[src/rtl/asr_consts.svh]
`ifndef ASR_CONSTS_SVH
`define ASR_CONSTS_SVH
// Register offsets
`define ASR_A_BAUDCTL 3'h0
`define ASR_A_RXSTAT 3'h1
`define ASR_A_RXDATA 3'h2
`define ASR_A_DIVLO 3'h3
`define ASR_A_DIVHI 3'h4
`define ASR_A_TXSTAT 3'h5
`define ASR_A_INTCTL 3'h6
`define ASR_A_INTEN 3'h7
// Receive status/control fields
`define ASR_B_EN 7
`define ASR_B_NINE 6
`define ASR_B_SINGLE_RECEIVE_ENABLE 5
`define ASR_B_CONTINUOUS_RECEIVE_ENABLE 4
`define ASR_B_ADDRESS_DETECT_ENABLE 3
// Baud control fields
`define ASR_B_POL 5
`define ASR_B_TXPOL 4
`define ASR_B_WIDE 3
// Transmit status/control fields
`define ASR_B_SYNC 4
`define ASR_B_HIGH_SPEED_BAUD_SELECT 2
`define ASR_B_TRMT 1
// Interrupt fields
`define ASR_B_GIE 7
`define ASR_B_PEIE 6
`define ASR_B_RCIE 1
// Reset values
`define ASR_RST8 8'h00
`define ASR_RST16 16'h0000
// Sample timing in ticks: sixteenth-bit, quarter-bit when fast
`define ASR_LAST_FULL 4'hf
`define ASR_LAST_FAST 4'h3
`define ASR_HALF_FULL 4'h7
`define ASR_HALF_FAST 4'h1
`define ASR_PRE_SLOW 2'h3
`endif

[src/rtl/asr_pkg.sv]
package asr_pkg;
    // Receiver states, Gray along the path
    typedef enum logic [1:0] {
        ASR_IDLE = 2'b00,
        ASR_START = 2'b01,
        ASR_DATA = 2'b11,
        ASR_STOP = 2'b10
    } asr_state_t;
    // Whole block state
    typedef struct packed {
        asr_state_t st;
        logic port_enable;
        logic nine;
        logic single_receive_enable;
        logic continuous_receive_enable;
        logic address_detect_enable;
        logic overrun_error;
        logic pol;
        logic txpol;
        logic wide;
        logic [7:0] txr;
        logic [7:0] divlo;
        logic [7:0] divhi;
        logic [15:0] brg;
        logic [1:0] pre;
        logic [3:0] cnt;
        logic [3:0] idx;
        logic [2:0] hist;
        logic prev;
        logic [8:0] receive_shift_register;
        logic [1:0][9:0] mem;
        logic head;
        logic [1:0] count;
        logic gie;
        logic peie;
        logic rcie;
        logic rxf;
        logic irq;
        logic [7:0] rdata;
    } asr_regs_t;
endpackage : asr_pkg

[src/rtl/asr_receiver.sv]
`timescale 1ns/1ps
`include "asr_consts.svh"

// How it works
// [RL1] Bit timing from divisor, speed, width bits
// [RL2] Works only when enabled and asynchronous
// [RL3] Software sets both pins as inputs
// [RL4] Nine-bit select shifts nine data bits
// [RL5] Polarity bit inverts incoming line
// [RL6] Reception starts only with continuous enable
// [RL7] Flag on buffer load; interrupt needs enable
// [RL8] Interrupt also needs global, peripheral enables
// [RL9] Status shows errors and ninth bit
// [RL10] Data read returns head low byte
// [RL11] Clearing continuous enable clears overrun
// [RL12] Address mode keeps only ninth-bit characters; code filters only when nine-bit select is set
// [RL13] Ninth bit reads set in address mode
// [RL14] Software compares addresses itself
// [RL15] Address mode off admits all characters
// [RL16] Status bits: enable down to ninth
// [RL17] Unimplemented bits read zero; code reads spare transmit status bits back as written
// [RL18] Sixteen samples per bit, four in fast mode, majority vote
// [RL19] Half-bit start recheck, silent abort
// [RL20] Low stop sample marks framing error
// [RL21] Two-deep buffer; third sets overrun, blocks
// [RL22] Port disabled holds receiver in reset
module asr_receiver
    import asr_pkg::*;
(
    input wire logic i_clock,
    input wire logic i_reset_n,
    input wire logic [2:0] i_address,
    input wire logic [7:0] i_write_data,
    input wire logic i_write_strobe,
    input wire logic i_read_strobe,
    input wire logic i_receive_pin,
    output logic [7:0] o_read_data,
    output logic o_receive_flag,
    output logic o_interrupt
);

    // ---------------------------------------------
    // State and helpers
    // ---------------------------------------------
    asr_regs_t q; // Registered state
    asr_regs_t d; // Next state
    logic rx; // Line after polarity
    logic tick; // Sample tick
    logic fast; // Four samples per bit
    logic [3:0] last; // Last tick of a bit
    logic [3:0] half; // Half-bit tick
    logic [15:0] top; // Divisor in use
    logic maj; // Majority of three
    logic done; // Bit decision moment
    logic [8:0] chr; // Assembled character
    logic pop; // Buffer read
    logic wr; // Register write
    logic rd; // Register read
    logic run; // Receiver allowed

    // Majority of three samples
    function automatic logic asr_maj(input logic [2:0] s);
        asr_maj = (s[0] & s[1]) | (s[0] & s[2]) | (s[1] & s[2]);
    endfunction : asr_maj

    // ---------------------------------------------
    // Next state
    // ---------------------------------------------
    always_comb
    begin
        d = q;
        wr = i_write_strobe;
        rd = i_read_strobe;
        // [RL5] Optional line inversion
        rx = i_receive_pin ^ q.pol;
        // [RL1] Divisor width selection
        top = q.wide ? {q.divhi, q.divlo} : {8'h00, q.divlo};
        fast = q.wide & q.txr[`ASR_B_HIGH_SPEED_BAUD_SELECT];
        last = fast ? `ASR_LAST_FAST : `ASR_LAST_FULL;
        half = fast ? `ASR_HALF_FAST : `ASR_HALF_FULL;
        maj = asr_maj({q.hist[1:0], rx}); // Vote ends on the newest sample
        // [RL2] Enabled, continuous, asynchronous
        run = q.port_enable & q.continuous_receive_enable & ~q.txr[`ASR_B_SYNC] & ~q.overrun_error;
        pop = rd && (i_address == `ASR_A_RXDATA) && (q.count != 2'h0);
        chr = q.nine ? q.receive_shift_register : {1'b0, q.receive_shift_register[8:1]};
        tick = 1'b0;
        done = 1'b0;
        // [RL1] Free-running baud timer
        if (q.brg == top)
        begin
            d.brg = `ASR_RST16;
            // Slow mode needs four timer wraps per tick
            if (!q.wide && !q.txr[`ASR_B_HIGH_SPEED_BAUD_SELECT])
            begin
                d.pre = q.pre + 2'h1;
                tick = (q.pre == `ASR_PRE_SLOW);
            end
            else
            begin
                tick = 1'b1;
            end
        end
        else
        begin
            d.brg = q.brg + 16'h0001;
        end
        // [RL18] Sample history for the vote
        if (tick)
        begin
            d.hist = {q.hist[1:0], rx};
        end
        d.prev = rx;
        done = tick && (q.cnt == last);
        // Receiver sequence
        case (q.st)
            ASR_IDLE:
            begin
                // [RL6] Edge search only when running
                if (run && q.prev && !rx)
                begin
                    d.st = ASR_START;
                    d.cnt = 4'h0;
                end
            end
            ASR_START:
            begin
                if (tick)
                begin
                    d.cnt = q.cnt + 4'h1;
                    // [RL19] Recheck start at half bit
                    if (q.cnt == half)
                    begin
                        d.cnt = 4'h0;
                        d.idx = 4'h0;
                        d.st = rx ? ASR_IDLE : ASR_DATA;
                    end
                end
            end
            ASR_DATA:
            begin
                if (tick)
                begin
                    d.cnt = q.cnt + 4'h1;
                end
                // [RL18] Decide bit by majority
                if (done)
                begin
                    d.cnt = 4'h0;
                    d.receive_shift_register = {maj, q.receive_shift_register[8:1]};
                    d.idx = q.idx + 4'h1;
                    // [RL4] Eight or nine data bits
                    if (q.idx == (q.nine ? 4'h8 : 4'h7))
                    begin
                        d.st = ASR_STOP;
                    end
                end
            end
            ASR_STOP:
            begin
                if (tick)
                begin
                    d.cnt = q.cnt + 4'h1;
                end
                if (done)
                begin
                    d.st = ASR_IDLE;
                    d.cnt = 4'h0;
                    // [RL12] Drop non-address characters in nine-bit mode
                    // [RL15] Otherwise every character passes
                    if (!(q.address_detect_enable && q.nine && !chr[8]))
                    begin
                        // [RL21] Third character overruns
                        if (q.count == 2'h2)
                        begin
                            d.overrun_error = 1'b1;
                        end
                        else
                        begin
                            // [RL20] Stop sample kept with character
                            d.mem[q.head ^ q.count[0]] = {~maj, chr};
                            d.count = q.count + 2'h1;
                        end
                    end
                end
            end
            default:
            begin
                d.st = ASR_IDLE;
            end
        endcase
        // Head leaves on a data read
        if (pop)
        begin
            d.head = ~q.head;
            d.count = d.count - 2'h1;
        end
        // Register writes
        if (wr)
        begin
            if (i_address == `ASR_A_BAUDCTL)
            begin
                d.pol = i_write_data[`ASR_B_POL];
                d.txpol = i_write_data[`ASR_B_TXPOL];
                d.wide = i_write_data[`ASR_B_WIDE];
            end
            else if (i_address == `ASR_A_RXSTAT)
            begin
                d.port_enable = i_write_data[`ASR_B_EN];
                d.nine = i_write_data[`ASR_B_NINE];
                d.single_receive_enable = i_write_data[`ASR_B_SINGLE_RECEIVE_ENABLE];
                d.continuous_receive_enable = i_write_data[`ASR_B_CONTINUOUS_RECEIVE_ENABLE];
                d.address_detect_enable = i_write_data[`ASR_B_ADDRESS_DETECT_ENABLE];
                // [RL11] Overrun cleared, new set wins
                if (!i_write_data[`ASR_B_CONTINUOUS_RECEIVE_ENABLE])
                begin
                    d.overrun_error = d.overrun_error & ~q.overrun_error;
                end
            end
            else if (i_address == `ASR_A_DIVLO)
            begin
                // [RL1] New divisor restarts timer
                d.divlo = i_write_data;
                d.brg = `ASR_RST16;
                d.pre = 2'h0;
            end
            else if (i_address == `ASR_A_DIVHI)
            begin
                d.divhi = i_write_data;
                d.brg = `ASR_RST16;
                d.pre = 2'h0;
            end
            else if (i_address == `ASR_A_TXSTAT)
            begin
                d.txr = i_write_data;
            end
            else if (i_address == `ASR_A_INTCTL)
            begin
                d.gie = i_write_data[`ASR_B_GIE];
                d.peie = i_write_data[`ASR_B_PEIE];
            end
            else if (i_address == `ASR_A_INTEN)
            begin
                d.rcie = i_write_data[`ASR_B_RCIE];
            end
        end
        // Register reads, one cycle later
        d.rdata = `ASR_RST8;
        if (rd)
        begin
            // [RL17] Spare bits read zero, except in the transmit status register, which reads back as written
            if (i_address == `ASR_A_BAUDCTL)
            begin
                d.rdata = {1'b0, q.st == ASR_IDLE, q.pol, q.txpol, q.wide, 3'h0};
            end
            else if (i_address == `ASR_A_RXSTAT)
            begin
                // [RL16] Field order of status register
                // [RL9] Errors and ninth bit of head
                // [RL13] Ninth bit forced in address mode
                d.rdata = {q.port_enable, q.nine, q.single_receive_enable, q.continuous_receive_enable, q.address_detect_enable,
                           (q.count != 2'h0) & q.mem[q.head][9], q.overrun_error,
                           ((q.count != 2'h0) & q.mem[q.head][8]) | q.address_detect_enable};
            end
            else if (i_address == `ASR_A_RXDATA)
            begin
                // [RL10] Low byte of head character
                d.rdata = (q.count != 2'h0) ? q.mem[q.head][7:0] : `ASR_RST8;
            end
            else if (i_address == `ASR_A_DIVLO)
            begin
                d.rdata = q.divlo;
            end
            else if (i_address == `ASR_A_DIVHI)
            begin
                d.rdata = q.divhi;
            end
            else if (i_address == `ASR_A_TXSTAT)
            begin
                // Transmit shifter always empty here
                d.rdata = q.txr | 8'h02;
            end
            else if (i_address == `ASR_A_INTCTL)
            begin
                d.rdata = {q.gie, q.peie, 6'h00};
            end
            else
            begin
                d.rdata = {6'h00, q.rcie, q.count != 2'h0};
            end
        end
        // [RL22] Disabled port held in reset
        if (!d.port_enable)
        begin
            d.st = ASR_IDLE;
            d.cnt = 4'h0;
            d.idx = 4'h0;
            d.count = 2'h0;
            d.head = 1'b0;
            d.overrun_error = 1'b0;
        end
        // [RL7] Flag while an unread character waits
        d.rxf = (d.count != 2'h0);
        // [RL8] Interrupt needs all three enables
        d.irq = d.rxf & d.rcie & d.gie & d.peie;
    end

    // ---------------------------------------------
    // State register
    // ---------------------------------------------
    always_ff @(posedge i_clock or negedge i_reset_n)
    begin
        if (!i_reset_n)
        begin
            q <= '0;
            q.prev <= 1'b1;
            q.hist <= 3'h7;
        end
        else
        begin
            q <= d;
        end
    end

    // Outputs straight from flops
    assign o_read_data = q.rdata;
    assign o_receive_flag = q.rxf;
    assign o_interrupt = q.irq;
endmodule : asr_receiver

[config.mk]
export PLATFORM = sky130hd
export DESIGN_NAME = asr_receiver
export DESIGN_NICKNAME = d
export VERILOG_FILES = /design/src/rtl/asr_pkg.sv /design/src/rtl/asr_receiver.sv
export VERILOG_INCLUDE_DIRS = /design/src /design/src/rtl
export SDC_FILE = /design/constraint.sdc
export NUM_CORES = 1
export LEC_CHECK = 0
export CELL_PAD_IN_SITES_DETAIL_PLACEMENT = 0
export CELL_PAD_IN_SITES_GLOBAL_PLACEMENT = 1
export CORE_MARGIN = 2
export CORE_UTILIZATION = 31
export DETAILED_ROUTE_END_ITERATION = 8
export DONT_BUFFER_PORTS = 1
export GPL_TIMING_DRIVEN = 0
export PLACE_DENSITY = 0.65
export REMOVE_ABC_BUFFERS = 1
export SKIP_LAST_GASP = 1
export SYNTH_ARGS = -nofsm -noshare
export SYNTH_HDL_FRONTEND = slang
export SYNTH_SLANG_ARGS = --single-unit
[constraint.sdc]
create_clock -name i_clock -period 5.1 [get_ports i_clock]
set_input_delay 0.765 -clock i_clock [delete_from_list [all_inputs] [get_ports i_clock]]
set_output_delay 0.765 -clock i_clock [all_outputs]
set_load 0.005 [all_outputs]
==> metrics.md <==
| Metric | Value |
|---|---|
| Fin. Hold Viols | 0 |
| Cell variety after synth | 63 |
| PortBufs | 0 |
| Post-CTS Setup Bufs | 0 |
| Final clock skew | 0.0100 ns |
| Max Root-Sink Buffers | 2 |
| Core area | 18000 µm² |
| GPL Wtd Cong | ~0.77 |
| Peak Freq | between 200 and 300 MHz |
| Buf/Inv on CP | 1 |
| Die area | 19600 µm² |
| Worst R2R Start | q[99]$_DFFE_PN0P_ |
| DP Wirelength | between 9 and 10 mm |
| Die height | roughly 140 µm |
| Critical Path AT | ~3.7 ns |
| TritonCTS Buffers | 9 |
| Post-layout min period | roughly 3.4 ns |
| Worst-Skew Late Latency | about 0.36 ns |
| Setup TNS | 0 ns |
| Slew HR | 0.219 |
| Main synth FF type | dfrtp_1 |
| CP startpoint | i_address[2] |
| Nets | 524 |
| Leakage Power | 2.59 nW |
| Area growth from synthesis to layout | 7.04% |
| Max-slew violation count | 0 |
| Vias per cell | ~5.3 |
| Core Util, Final | 0.340 |
| Synth Warn # | 0 |
| Fillers | roughly 1800 |
| Least-Margin Pin Slew | 1.16 ns |
| Total global routing overflow | 0 |
| I/O pin cnt | 26 |
| Final Cycle Share | 0.671 |
| Cells after Synth | 522 |
| Max-Cap Viols | 0 |
| VDD IR max | 0.165 mV |
| First-pass GRT wire length | ~22 mm |
| Remaining DRCs | 0 |
| Most common cell after layout, fill and taps aside | dfrtp_1 |
| Most frequent cells in the layout | 105 x dfrtp_1, 73 x mux2_2, 43 x nor2_1 |
| PwrDens | between 300 and 400 nW/µm² |
| Slowest cell on the critical path | mux2i_1 |
| Syn avg cell area | roughly 11 µm² |
| Crit Path Class | in2reg |
| Detail Route Antenna Nets | 0 |
| Initial Util | 0.317 |
| # setup viols final | 0 |
| Max H-tree Level | 3 |
| RSZ-0062 raised after global routing | false |
| Slowest cell delay on critical path | 0.95 ns |
| Row cnt | between 40 and 50 |
| Post_cts resized | 0 |
| Synth Register Bits | 108 |
| CTS Sinks | roughly 110 |
| Post-CTS Hold Buffers | 0 |
| Share of cells above drive strength 1 | 0.204 |
| Total GRT Usage | 0.141 |
| Hold WC Path Type | in2async |
| Startpoint type of the worst setup path | input pin |
| Post-synthesis cell area | approximately 5700 µm² |
| Vias in the first global route | 3902 |
| Initial antenna violation count | 0 |
| Vias | 3891 |
| CP required | 5.35 ns |
| Routed wire length | approximately 13 mm |
| CTS tree | done |
| Endpoint class of the critical path | flop |
| CTS clk-pin slew, worst paths | 0.07 ns |
| Critical path's top delay family | multiplexers |
| Ys async rst share | 1.00 |
| DR iter-0 viols | 260 |
| Cell chain of the critical path | nor2_1 > and3_1 > mux2i_1 > inv_1 > o21ai_0 > nor4b_1 > a211o_1 |
| CP max FO | 16 |
| Die W | 140 µm |
| Largest net degree at the start of global routing | 109 |
| Post-synth EDFFs | 0 |
| Root Driver | clkbuf_16 |
| DRT Pass-1 Iters | 4 |
| Routed len/inst | 17.8 µm |
| Seq/Total Area, Yosys | 0.473 |
| Status | finished, final reports clean |
| N_diodes | 0 |
==> final timing paths <==
| kind | slack (ns) | end | cells after the start |
|---|---|---|---|
| max reg2reg | 2.07 | q[33]$_DFFE_PN0P_ | 6 |
| max | 1.68 | q[55]$_DFFE_PN0P_ | 7 |
| min reg2reg | 0.50 | q[21]$_DFFE_PN0P_ | 1 |
| max in group asynchronous | 4.79 | q[45]$_DFF_PN1_ | 0 |
| min | 0.10 | q[51]$_DFFE_PN0P_ | 0 |
| min in group i_clock | 0.50 | q[21]$_DFFE_PN0P_ | 1 |
==> report_power, final <==
group          switching (W)  total (W)  internal [W]
registers           0.000123    0.00108      0.000955
clock network       0.000326   0.000709      0.000382
logic               0.000141   0.000282      0.000141
==> worst reg2reg max path, cell delays in order (launching register included) <==
cell	delay [ns]
dfrtp_1	0.69
nand2_1	0.21
mux2i_1	0.36
nand4_1	0.19
nor4_4	0.44
nand3b_1	0.57
mux2_2	0.46
==> per-stage QoR <==
step | hold slack [ns] | setup WS [ns] | area [µm²] | power [W] | instances
global placement | 0.476 | 1.26 | 5830 | 0.00137 | 719
global route | 0.0787 | 1.31 | 6120 | 0.00218 | 734
detailed placement | 0.475 | 1.22 | 5830 | 0.00138 | 719
floorplan | 0.469 | 2.16 | 5550 | 0.00128 | 490
finish | 0.103 | 1.68 | 6120 | 0.00207 | 734
CTS | 0.0856 | 1.59 | 6120 | 0.00210 | 734
==> cell usage after synthesis, types with 7 or more instances <==
master	count	area share
a21oi_1	12	0.011
buf_4	9	0.012
clkbuf_1	14	0.0092
dfrtp_1	105	0.46
ha_1	7	0.015
inv_1	12	0.0079
mux2_2	73	0.14
mux2i_1	18	0.032
nand2_1	32	0.021
nand3_1	21	0.018
nor2_1	43	0.028
nor3_1	14	0.012
o21ai_0	13	0.011
o22ai_1	10	0.011
xnor2_1	7	0.011
xor2_1	24	0.037
==> cell type report <==
type,instances,area [µm²],share of cell area
flip-flops and latches,108,2710,0.442
inverters,12,45.0,0.00736
well taps,229,287,0.0468
clock buffers,10,229,0.0374
clock inverters,5,61.3,0.0100
multi-input cells,370,2790,0.456
==> flip-flops by register name (all words and copies together) (netlist names) <==
| register | flops |
|---|---|
| o_receive_flag | 1 |
| o_interrupt | 1 |
| q | 98 |
| o_read_data | 8 |
==> kinds of logic after synthesis <==
group / after synthesis / share of synthesized area
flops: 108 / 0.473
compound gates: 80 / 0.102
xor+xnor: 31 / 0.0475
fa+ha+maj: 7 / 0.0153
simple gates: 160 / 0.147
buf+inv: 44 / 0.0383
mux: 92 / 0.177
==> routing by layer <==
layer | wire length [µm] | part of all wire | global-route usage
met5 | 0 | 0 | 0
met4 | 198 | 0.015 | 0.0374
met3 | 729 | 0.056 | 0.0420
met2 | 5990 | 0.46 | 0.215
met1 | 6180 | 0.47 | 0.196
Power figures use the tool's default switching activity.
